**src/hw/pirm_pkg.sv**
```systemverilog
// Purpose: Shared constants for the peak interval rate monitor
// Assumes: 125 MHz core clock, one converter sample per strobe
// Notes:   Times are kept in their printed units; cycle counts derive from them
package pirm_pkg;
	localparam int unsigned CLK_HZ          = 125000000;
	localparam int unsigned SAMPLE_W        = 8;
	localparam int unsigned LOWER_MS        = 500;
	localparam int unsigned UPPER_MS        = 897;
	localparam int unsigned RANGE_MS        = 2350;
	localparam int unsigned AMP_THRESH_MV   = 200;
	localparam int unsigned FULL_SCALE_MV   = 1000;
	localparam longint unsigned CYC_PER_MS  = CLK_HZ / 1000;
	localparam longint unsigned LOWER_CYC   = LOWER_MS * CYC_PER_MS;
	localparam longint unsigned UPPER_CYC   = UPPER_MS * CYC_PER_MS;
	localparam longint unsigned RANGE_CYC   = RANGE_MS * CYC_PER_MS;
	localparam longint unsigned AMP_CODE    = (AMP_THRESH_MV * 256) / FULL_SCALE_MV;
	localparam logic [SAMPLE_W-1:0] SAMPLE_RST = 8'h00;
	typedef enum logic [1:0] {
		PIRM_IDLE,
		PIRM_RISING
	} pirm_trend_t;
endpackage

```
**src/hw/pirm_peak_interval_rate_monitor.sv**
```systemverilog
// Purpose: Detect peaks in converter samples and classify peak-to-peak interval
// Assumes: sample_valid_in marks one new sample per cycle it is high
// Notes:   Peak pulse is one clock wide; flags hold until the next peak or timeout
//
// Overview of operation
// RULE1: Compare each new sample with stored sample; keep a copy for next compare.
// RULE2: New sample above stored one means rising; store the new sample.
// RULE3: Equal samples mean constant signal; never declare a peak then.
// RULE4: Declare a peak only when a sample falls after a rising state.
// RULE5: After a peak, keep comparing samples to find the next peak.
// RULE6: Ignore peaks whose amplitude does not exceed the amplitude threshold.
// RULE7: Pulse the peak output once per valid peak.
// RULE8: Time interval between consecutive peaks against lower and upper limits.
// RULE9: Interval above upper limit drives the low-rate flag high.
// RULE10: Interval below lower limit drives the high-rate flag high.
// RULE11: Normal flag high only when interval lies between the limits.
// RULE12: One analog sample input and exactly four digital outputs.
// RULE13: Lower limit 500 ms, upper limit 897 ms by default.
// RULE14: Amplitude threshold 200 mV by default.
// RULE15: Flags captured at peak pulse; interval counter cleared after it.
// RULE16: Counter passing 2.35 s without a peak forces all flags low.
// RULE17: At most one flag high; all low after reset until first interval.
// RULE18: Interval equal to either limit counts as normal.
`timescale 1ns/10ps
`default_nettype none
module pirm_peak_interval_rate_monitor #(
	parameter int unsigned      SAMPLE_W   = pirm_pkg::SAMPLE_W,
	parameter longint unsigned  LOWER_CYC  = pirm_pkg::LOWER_CYC,  // see RULE13
	parameter longint unsigned  UPPER_CYC  = pirm_pkg::UPPER_CYC,  // see RULE13
	parameter longint unsigned  RANGE_CYC  = pirm_pkg::RANGE_CYC,
	parameter longint unsigned  AMP_CODE   = pirm_pkg::AMP_CODE    // see RULE14
) (
	// One sample input and four outputs; see RULE12
	input  wire logic                core_clk_in,
	input  wire logic                rst_n_in,
	input  wire logic [SAMPLE_W-1:0] sample_in,
	input  wire logic                sample_valid_in,
	output var  logic                peak_pulse_out,
	output var  logic                rate_above_limit_flag_out,
	output var  logic                normal_rate_flag_out,
	output var  logic                rate_below_limit_flag_out
);

	// Counter holds one value past the range, so it saturates without wrapping
	localparam int unsigned CNT_W = $clog2(RANGE_CYC + 2);

	////////////////////////////////////////////////////////////////////////////
	// Parameter checks

	if (SAMPLE_W < 2) begin : g_bad_width
		$error("pirm: sample width below two bits");
	end

	if (LOWER_CYC == 0) begin : g_bad_lower
		$error("pirm: lower limit must be above zero");
	end

	if (LOWER_CYC > UPPER_CYC) begin : g_bad_order
		$error("pirm: lower limit above upper limit");
	end

	if (UPPER_CYC >= RANGE_CYC) begin : g_bad_range
		$error("pirm: upper limit not inside counter range");
	end

	if (AMP_CODE >= (64'h1 << SAMPLE_W)) begin : g_bad_amp
		$error("pirm: amplitude threshold beyond sample range");
	end

	////////////////////////////////////////////////////////////////////////////
	// Peak detection

	logic [SAMPLE_W-1:0]   stored_sample;
	pirm_pkg::pirm_trend_t trend;
	pirm_pkg::pirm_trend_t next_trend;
	wire                   is_rising;
	wire                   is_equal;
	wire                   is_falling;
	wire                   trend_hold;
	wire                   was_rising;
	wire                   above_amp;
	wire                   peak_found;

	assign is_rising  = sample_valid_in && (sample_in > stored_sample);                 // see RULE1 see RULE2
	assign is_equal   = sample_valid_in && (sample_in == stored_sample);                // see RULE3
	assign is_falling = sample_valid_in && (sample_in < stored_sample);                 // see RULE4
	// Equal samples and idle cycles keep the trend so a flat top still ends in a peak
	assign trend_hold = is_equal || !sample_valid_in;                                   // see RULE3
	assign was_rising = (trend == pirm_pkg::PIRM_RISING);
	// Amplitude is judged on the stored maximum, the true peak value
	assign above_amp  = stored_sample > AMP_CODE[SAMPLE_W-1:0];                         // see RULE6
	assign peak_found = is_falling && was_rising && above_amp;                          // see RULE4
	assign next_trend = trend_hold ? trend : (is_rising ? pirm_pkg::PIRM_RISING : pirm_pkg::PIRM_IDLE); // see RULE5

	// Falling samples are stored too, so each compare is between neighbours
	always_ff @(posedge core_clk_in or negedge rst_n_in) begin
		if (!rst_n_in) begin
			stored_sample <= pirm_pkg::SAMPLE_RST;
		end else if (sample_valid_in) begin
			stored_sample <= sample_in;                                                 // see RULE1 see RULE2
		end
	end

	always_ff @(posedge core_clk_in or negedge rst_n_in) begin
		if (!rst_n_in) begin
			trend <= pirm_pkg::PIRM_IDLE;
		end else begin
			trend <= next_trend;                                                        // see RULE5
		end
	end

	// Registered pulse costs one cycle of latency but keeps the pin glitch free
	always_ff @(posedge core_clk_in or negedge rst_n_in) begin
		if (!rst_n_in) begin
			peak_pulse_out <= 1'h0;
		end else begin
			peak_pulse_out <= peak_found;                                               // see RULE7
		end
	end

	////////////////////////////////////////////////////////////////////////////
	// Interval measurement

	logic [CNT_W-1:0] interval_counter;
	logic [CNT_W-1:0] next_interval_counter;
	logic             first_seen;
	logic             timed_out;
	wire              below_lower;
	wire              above_upper;
	wire              cnt_over;
	wire              timeout_edge;

	assign below_lower = interval_counter < LOWER_CYC[CNT_W-1:0];                       // see RULE10
	assign above_upper = interval_counter > UPPER_CYC[CNT_W-1:0];                       // see RULE9
	assign cnt_over    = interval_counter > RANGE_CYC[CNT_W-1:0];                       // see RULE16
	assign timeout_edge = cnt_over && !timed_out;

	// Counter saturates past the range so a long gap cannot wrap into a valid interval
	assign next_interval_counter = peak_pulse_out ? '0 :                                // see RULE15
		(cnt_over ? interval_counter : interval_counter + 1'h1);                        // see RULE8

	always_ff @(posedge core_clk_in or negedge rst_n_in) begin
		if (!rst_n_in) begin
			interval_counter <= '0;
		end else begin
			interval_counter <= next_interval_counter;                                  // see RULE8
		end
	end

	// First peak after reset only starts timing
	always_ff @(posedge core_clk_in or negedge rst_n_in) begin
		if (!rst_n_in) begin
			first_seen <= 1'h0;                                                         // see RULE17
		end else if (peak_found) begin
			first_seen <= 1'h1;
		end
	end

	always_ff @(posedge core_clk_in or negedge rst_n_in) begin
		if (!rst_n_in) begin
			timed_out <= 1'h0;
		end else begin
			timed_out <= cnt_over;
		end
	end

	////////////////////////////////////////////////////////////////////////////
	// Rate classification

	wire flag_load;
	wire flag_clear;
	wire next_above;
	wire next_normal;
	wire next_below;

	// Load and clear exclude each other: load needs the counter inside its range
	assign flag_load   = peak_found && first_seen && !cnt_over;                         // see RULE15 see RULE17
	assign flag_clear  = (timeout_edge && !peak_found) || (peak_found && cnt_over);     // see RULE16
	assign next_above  = below_lower;                                                   // see RULE10
	assign next_normal = !below_lower && !above_upper;                                  // see RULE11 see RULE18
	assign next_below  = above_upper;                                                   // see RULE9

	pirm_flag_reg u_high_rate_capture (
		.core_clk_in (core_clk_in),
		.rst_n_in    (rst_n_in),
		.load_in     (flag_load),
		.clear_in    (flag_clear),
		.next_in     (next_above),
		.flag_out    (rate_above_limit_flag_out)
	);

	pirm_flag_reg u_normal_rate_capture (
		.core_clk_in (core_clk_in),
		.rst_n_in    (rst_n_in),
		.load_in     (flag_load),
		.clear_in    (flag_clear),
		.next_in     (next_normal),
		.flag_out    (normal_rate_flag_out)
	);

	pirm_flag_reg u_low_rate_capture (
		.core_clk_in (core_clk_in),
		.rst_n_in    (rst_n_in),
		.load_in     (flag_load),
		.clear_in    (flag_clear),
		.next_in     (next_below),
		.flag_out    (rate_below_limit_flag_out)
	);

endmodule

////////////////////////////////////////////////////////////////////////////////
// One rate flag: clear wins over load, holds otherwise

module pirm_flag_reg (
	input  wire logic core_clk_in,
	input  wire logic rst_n_in,
	input  wire logic load_in,
	input  wire logic clear_in,
	input  wire logic next_in,
	output var  logic flag_out
);

	always_ff @(posedge core_clk_in or negedge rst_n_in) begin
		if (!rst_n_in) begin
			flag_out <= 1'h0;                                                           // see RULE17
		end else if (clear_in) begin
			flag_out <= 1'h0;                                                           // see RULE16
		end else if (load_in) begin
			flag_out <= next_in;                                                        // see RULE15
		end
	end

endmodule
`default_nettype wire

```
**config.mk**
```make
export PLATFORM = sky130hd
export DESIGN_NAME = pirm_peak_interval_rate_monitor
export DESIGN_NICKNAME = d
export VERILOG_FILES = /design/src/hw/pirm_pkg.sv /design/src/hw/pirm_peak_interval_rate_monitor.sv
export SDC_FILE = /design/constraint.sdc
export NUM_CORES = 1
export LEC_CHECK = 0
export BUFFER_PORTS_ARGS = -buffer_cell sky130_fd_sc_hd__buf_4
export CAP_MARGIN = 20
export CORE_MARGIN = 2
export CORE_UTILIZATION = 25
export CTS_CLUSTER_SIZE = 40
export DETAILED_ROUTE_END_ITERATION = 12
export GPL_TIMING_DRIVEN = 0
export PLACE_DENSITY = 0.5
export SLEW_MARGIN = 20
export SYNTH_ARGS = -nofsm -noshare
export SYNTH_HDL_FRONTEND = slang
export SYNTH_SLANG_ARGS = --single-unit
```
**constraint.sdc**
```tcl
create_clock -name core_clk_in -period 3 [get_ports core_clk_in]
set_input_delay 0 -clock core_clk_in [delete_from_list [all_inputs] [get_ports core_clk_in]]
set_output_delay 0 -clock core_clk_in [all_outputs]
set_load 0.05 [all_outputs]
```
# --- Word level (Yosys, flattened, before mapping) ---
# Cells that the tools add are included.
# Widths: inputs -> output; s select.
word_totals:
  reg_bits: 45
  latchBits: 0
  ramBits: 0
  mem_bits_ro: 0
  output_inout_bits: 4
  wordCells: 48
  mem_count: 0
classes:
  addsub: 1
  mul: 0
  n_div: 0
  order_cmp: 6
  n_eq_ne: 3
  n_shift: 0
  mux: 9
  bitwise: 0
  n_reduce_logical: 20
ops:
  columns: ["operator", "n"]
  rows:
  - ["$mux 29", 2]
  - ["$add 29x1->29 const B", 1]
  - ["$gt 29x27->1 const B", 1]
  - ["$gt 29x29->1 const B", 1]
  - ["$lt 29x26->1 const B", 1]
  - ["$logic_and 1x1->1", 11]
  - ["$eq 8x8->1", 1]
  - ["$gt 8x6->1 const B", 1]
  - ["$gt 8x8->1", 1]
  - ["$lt 8x8->1", 1]
  - ["$mux 1", 7]
  - ["$logic_not 1->1", 6]
  - ["$eq 2x1->1 const B", 1]
  - ["$logic_or 1x1->1", 2]
  - ["$ne 2x2->1 const B", 1]
  - ["$reduce_bool 2->1", 1]

# --- Depth between registers and ports, before layout ---
depth:
  word_depth: 8
  ltp_mapped: 9
  depth_no_buf: 8

# --- Cells and area by module ---
# A second synthesis with hierarchy kept.
unflattened:
  cells_unflattened: 305
  hier_area_um2: 2707.6
modules_own_cells:
  columns: ["mod", "n_inst", "cells_each", "area_each_um2"]
  rows:
  - ["pirm_peak_interval_rate_monitor", 1, 296, 2591.2]
  - ["pirm_flag_reg", 3, 3, 38.8]

# --- Worst setup path after synthesis ---
# Ideal clock, no wire load.
synth_timing:
  path_type: "flip-flop to flip-flop"
  start: "register interval_counter[18]"
  end: "register interval_counter[8]"
  arrival_time_ns: 1.911
  required_time_ns: 2.922
  slack_ns: 1.011
  stages_incl_launch_ff: 8
  path_buffers: 1
  synth_period_minus_slack_ns: 1.989
  path_cell_list: "dfrtp_1 -> nor4_2 -> and4b_1 -> nand4_1 -> a21boi_4 -> buf_6 -> or4_1 -> a21oi_1"
synth_between:
  elab_chain_cells: 2
synth_lines:
  columns: ["item", "line", "rtl"]
  rows:
  - ["start, declared", "pirm_peak_interval_rate_monitor.sv:124", "logic [CNT_W-1:0] interval_counter;"]
  - ["start signal, assigned", "pirm_peak_interval_rate_monitor.sv:146", "interval_counter <= next_interval_counter;"]
  - ["$gt 29x29->1", "pirm_peak_interval_rate_monitor.sv:135", "assign cnt_over = interval_counter > RANGE_CYC[CNT_W-1:0];"]
  - ["$ne 2x2->1 (no source line)", null, null]
# Every way passes these cells.
# A chain may end at the register's enable or synchronous reset.

# --- Worst setup path in the final report ---
layout_timing:
  start: "register interval_counter[18]"
  end: "register u_normal_rate_capture.flag_out"
layout_between:
  elab_chain_cells: 5
layout_lines:
  columns: ["item", "line", "rtl"]
  rows:
  - ["$lt 29x26->1, or another cell as far along", "pirm_peak_interval_rate_monitor.sv:133", "assign below_lower = interval_counter < LOWER_CYC[CNT_W-1:0];"]
  - ["$logic_not 1->1 or $logic_and 1x1->1 (tied branches)", "pirm_peak_interval_rate_monitor.sv:180, pirm_peak_interval_rate_monitor.sv:136", null]
  - ["$logic_and 1x1->1, on equally long branches", "pirm_peak_interval_rate_monitor.sv:180, pirm_peak_interval_rate_monitor.sv:178", null]
  - ["$mux 1 or $logic_or 1x1->1 (tied branches)", "pirm_peak_interval_rate_monitor.sv:229, pirm_peak_interval_rate_monitor.sv:178", null]
  - ["$mux 1 or $reduce_bool 2->1 (tied branches)", null, null]
  - ["end signal, assigned", "pirm_peak_interval_rate_monitor.sv:230", "flag_out <= next_in;"]
  - ["end, declared", "pirm_peak_interval_rate_monitor.sv:221", "output var logic flag_out"]
# Parallel ways exist; a longest one is shown, timed or not. The select of a mux whose other input is x is not followed.

==> results.py <==
metrics = {
    "synth": {
        "synth_top_area_cell": "dfrtp_1",
        "mappedNetlistNets": 319,
        "synth-seq-cells": 44,
        "post_synthesis_instance_total": 298,
        "synth_top_area_frac": 0.406,
        "synth.cell_area_um2": 2720,
        "netlist-cell-type-count": 55,
        "syn-mean-instance-area_um2": 9.11,
        "ys_warn_count": 0,
        "top_cells_by_area_in_the_synthesized_netlist": "dfrtp_1 (41%), ha_1 (4.6%), a21oi_1 (4.1%), o21ai_0 (3.9%), xor2_1 (3.5%)",
        "synth_edf_count": 0,
        "synthFlopType": "dfrtp_1",
        "yosysSeqAreaShare": 0.406,
        "postSynth.asyncResetShare": 1.00,
    },
    "finish": {
        "leading_cell_types_in_the_layout_fill_and_taps_excluded": "dfrtp_1 (44), nor2_1 (24), a21oi_1 (22)",
        "area_delta_synth_final_pct": 17.6,
        "finish.net_count": 348,
        "layout-drive-gt1-share": 0.128,
        "antenna_fix_cells": 0,
        "fillCellCount": 1129,
        "layout_commonest_cell": "dfrtp_1",
    },
    "global_routing": {
        "first_global_vias": 2260,
        "antenna_found_initial": 0,
        "global_route_wire_length_before_repair_um": 11300,
        "grt_start_max_net_pins": 45,
        "grtUsageTotal": 0.122,
        "global_route.overflow_total": 0,
    },
    "clock_tree": {
        "clkTransAtPathRegs_ns": 0.09,
        "clock_tree.buffer_depth": 2,
        "clkLatencyLatePin_ns": 0.31,
        "cts-htree-levels": 2,
        "cts-root-buf": "clkbuf_8",
        "clock_tree_from_tritoncts": "built",
        "numCtsBuffers": 5,
        "tritoncts_num_sinks": 44,
    },
    "floorplan": {
        "design.die.area_um2": 11700,
        "die_x_um": 108,
        "io-pin-count": 15,
        "placementRows": 38,
        "die_y_um": 108,
        "fp.coreArea_um2": 10700,
        "start_util": 0.254,
    },
    "placed_design": {
        "io_buffers": 13,
        "dpl.hpwl_um": 4910,
        "dpl_worst_slack_ns": 0.585,
        "gp_congestion": 0.834,
    },
    "timing": {
        "final_count_of_hold_timing_violations": 0,
        "post-route-period-util": 0.815,
        "setup_viol": 0,
        "timing.max_slew.rel_slack": 0.605,
        "worst_slew_pin_slew_ns": 0.593,
        "finalWorstSetupSlack_ns": 0.554,
        "skew_ns": 0.00532,
        "timing.setup.tns_ns": 0,
        "rsz0062_at_grt": "no",
        "drv_slew": 0,
        "min_period_ns": 2.45,
        "max_freq_ghz": 0.409,
    },
    "drt": {
        "drt_iter0_drc": 173,
        "detail_route.wirelength_um": 6690,
        "drt-vias-per-instance": 4.94,
        "detail_route.drc_violations": 0,
        "detail_route.wl_per_cell_um": 14.3,
        "route.antenna.remaining_nets": 0,
        "dr_total_vias": 2312,
        "drt_first_pass_iters": 4,
    },
    "outcome": {
        "status": "completed",
    },
    "setup_path": {
        "critPathRequiredTime_ns": 3.21,
        "endpoint_kind": "register",
        "critical_path_peak_fanout": 10,
        "biggest_cell_delay_along_the_critical_path_ns": 0.47,
        "critical_path.startpoint_type": "register",
        "worstPathCellList": "nor4_2 -> and4b_1 -> o311ai_2 -> a21boi_4 -> buf_4 -> a21boi_1 -> o21ba_2",
        "timing.critical_path.arrival_ns": 2.65,
        "critPathKind": "reg2reg",
        "timing.critical_path.slowest_stage_cell": "dfrtp_1",
    },
    "power_and_ir_drop": {
        "worst_voltage_drop_across_the_vdd_grid_v": 0.000241,
        "power_density_nw_per_um2": 463,
        "power_after_layout_mw": 1.48,
        "p_leak_nw": 1.35,
    },
    "worst_hold_path": {
        "hp-class": "in2reg",
    },
    "flow_run": {
        "timing.max_cap.violations": 0,
    },
}
-- critical path: cells and delay by family (launching register included) --
kind            cells  cell delay [ns]
compound gates      4             0.97
simple gates        2             0.65
flops               1             0.47
buf+inv             1             0.24
-- kinds of logic (layout without fill, tap and decap cells) --
logic type | count (synthesis) | count (layout) | share of synthesized area
and+or+nand+nor | 130 | 130 | 0.277
muxes | 3 | 3 | 0.0120
adders and majority gates | 10 | 10 | 0.0461
AOI/OAI and AO/OA | 68 | 68 | 0.167
DFF | 44 | 44 | 0.406
buffers and inverters | 31 | 61 | 0.0535
xor gates and xnor gates | 12 | 12 | 0.0387
-- sequential cells by signal (all words and copies together) (netlist names) --
| register | flops |
|---|---|
| first_seen | 1 |
| u_low_rate_capture.flag_out | 1 |
| u_high_rate_capture.flag_out | 1 |
| timed_out | 1 |
| peak_pulse_out | 1 |
| interval_counter | 29 |
| stored_sample | 8 |
| u_normal_rate_capture.flag_out | 1 |
| trend | 1 |
-- repair_timing --
action | CTS | global route
buffers inserted | 0 | 0
gates resized for setup | 0 | 0
hold endpoints to repair | 52 | 0
hold buffers | 9 | 0
-- per-layer routing --
metal | vias up | global-route usage | part of all wire
met3 | 8 | 0.0217 | 0.041
met1 | 1099 | 0.162 | 0.47
met5 | - | 0 | 0
met4 | 0 | 0.0293 | 0.013
met2 | 61 | 0.205 | 0.47
li1 | 1144 | - | -
-- final cells by class --
| type | count | area (um2) | share of cell area |
|---|---|---|---|
| multi-input combinational | 223 | 1470 | 0.460 |
| sequential | 44 | 1100 | 0.345 |
| timing repair buffer | 22 | 188 | 0.0588 |
| tap | 140 | 175 | 0.0549 |
| buffer | 17 | 92.6 | 0.0290 |
| clock buffer | 5 | 68.8 | 0.0216 |
| inverter | 14 | 52.6 | 0.0165 |
| clock inverter | 3 | 46.3 | 0.0145 |
-- cells in the mapped netlist, types with 3 or more instances --
master and count:
nor2b_1 4, or4_1 6, dfrtp_1 44, nand4_1 13, nand4b_1 4, a21oi_1 22, o21ai_0 21, nand3_1 14
o21ai_1 3, inv_1 14, and3_1 9, and4b_1 3, xor2_1 11, o31ai_1 4, clkbuf_1 8, nor3_1 3
nand2_1 20, nor2_1 24, nand2b_1 4, ha_1 10, buf_2 5, nor4_1 3, or3_1 11
-- stage by stage --
stage	area, um2	std cells	hold WS [ns]	util
6_report	3190	468	0.0882	0.298
5_1_grt	3190	468	0.106	0.298
4_1_cts	3190	468	0.0791	0.298
3_5_place_dp	2990	451	0.0577	0.279
3_3_place_gp	2990	451	0.0472	0.279
2_1_floorplan	2720	298	-0.296	-
-- where the power goes --
| part | internal (mW) | switching, mW | total, mW | leakage [nW] |
|---|---|---|---|---|
| sequential | 0.652 | 0.0543 | 0.706 | 0.583 |
| combinational | 0.113 | 0.179 | 0.292 | 0.715 |
| clock | 0.251 | 0.228 | 0.479 | 0.0548 |
| total | 1.02 | 0.461 | 1.48 | 1.35 |
-- path summary, 6_finish.rpt --
check | start | endpoint | slack, ns | cells past startpoint
max | interval_counter[18] | u_normal_rate_capture.flag_out | 0.55 | 7
min | sample_valid_in | stored_sample[1] | 0.09 | 3
max reg2reg | interval_counter[18] | u_normal_rate_capture.flag_out | 0.55 | 7
min reg2reg | first_seen | first_seen | 0.48 | 1
max in group asynchronous | rst_n_in | interval_counter[1] | 2.40 | 2
min in group asynchronous | rst_n_in | stored_sample[0] | 0.22 | 2
Power figures use the tool's default switching activity.
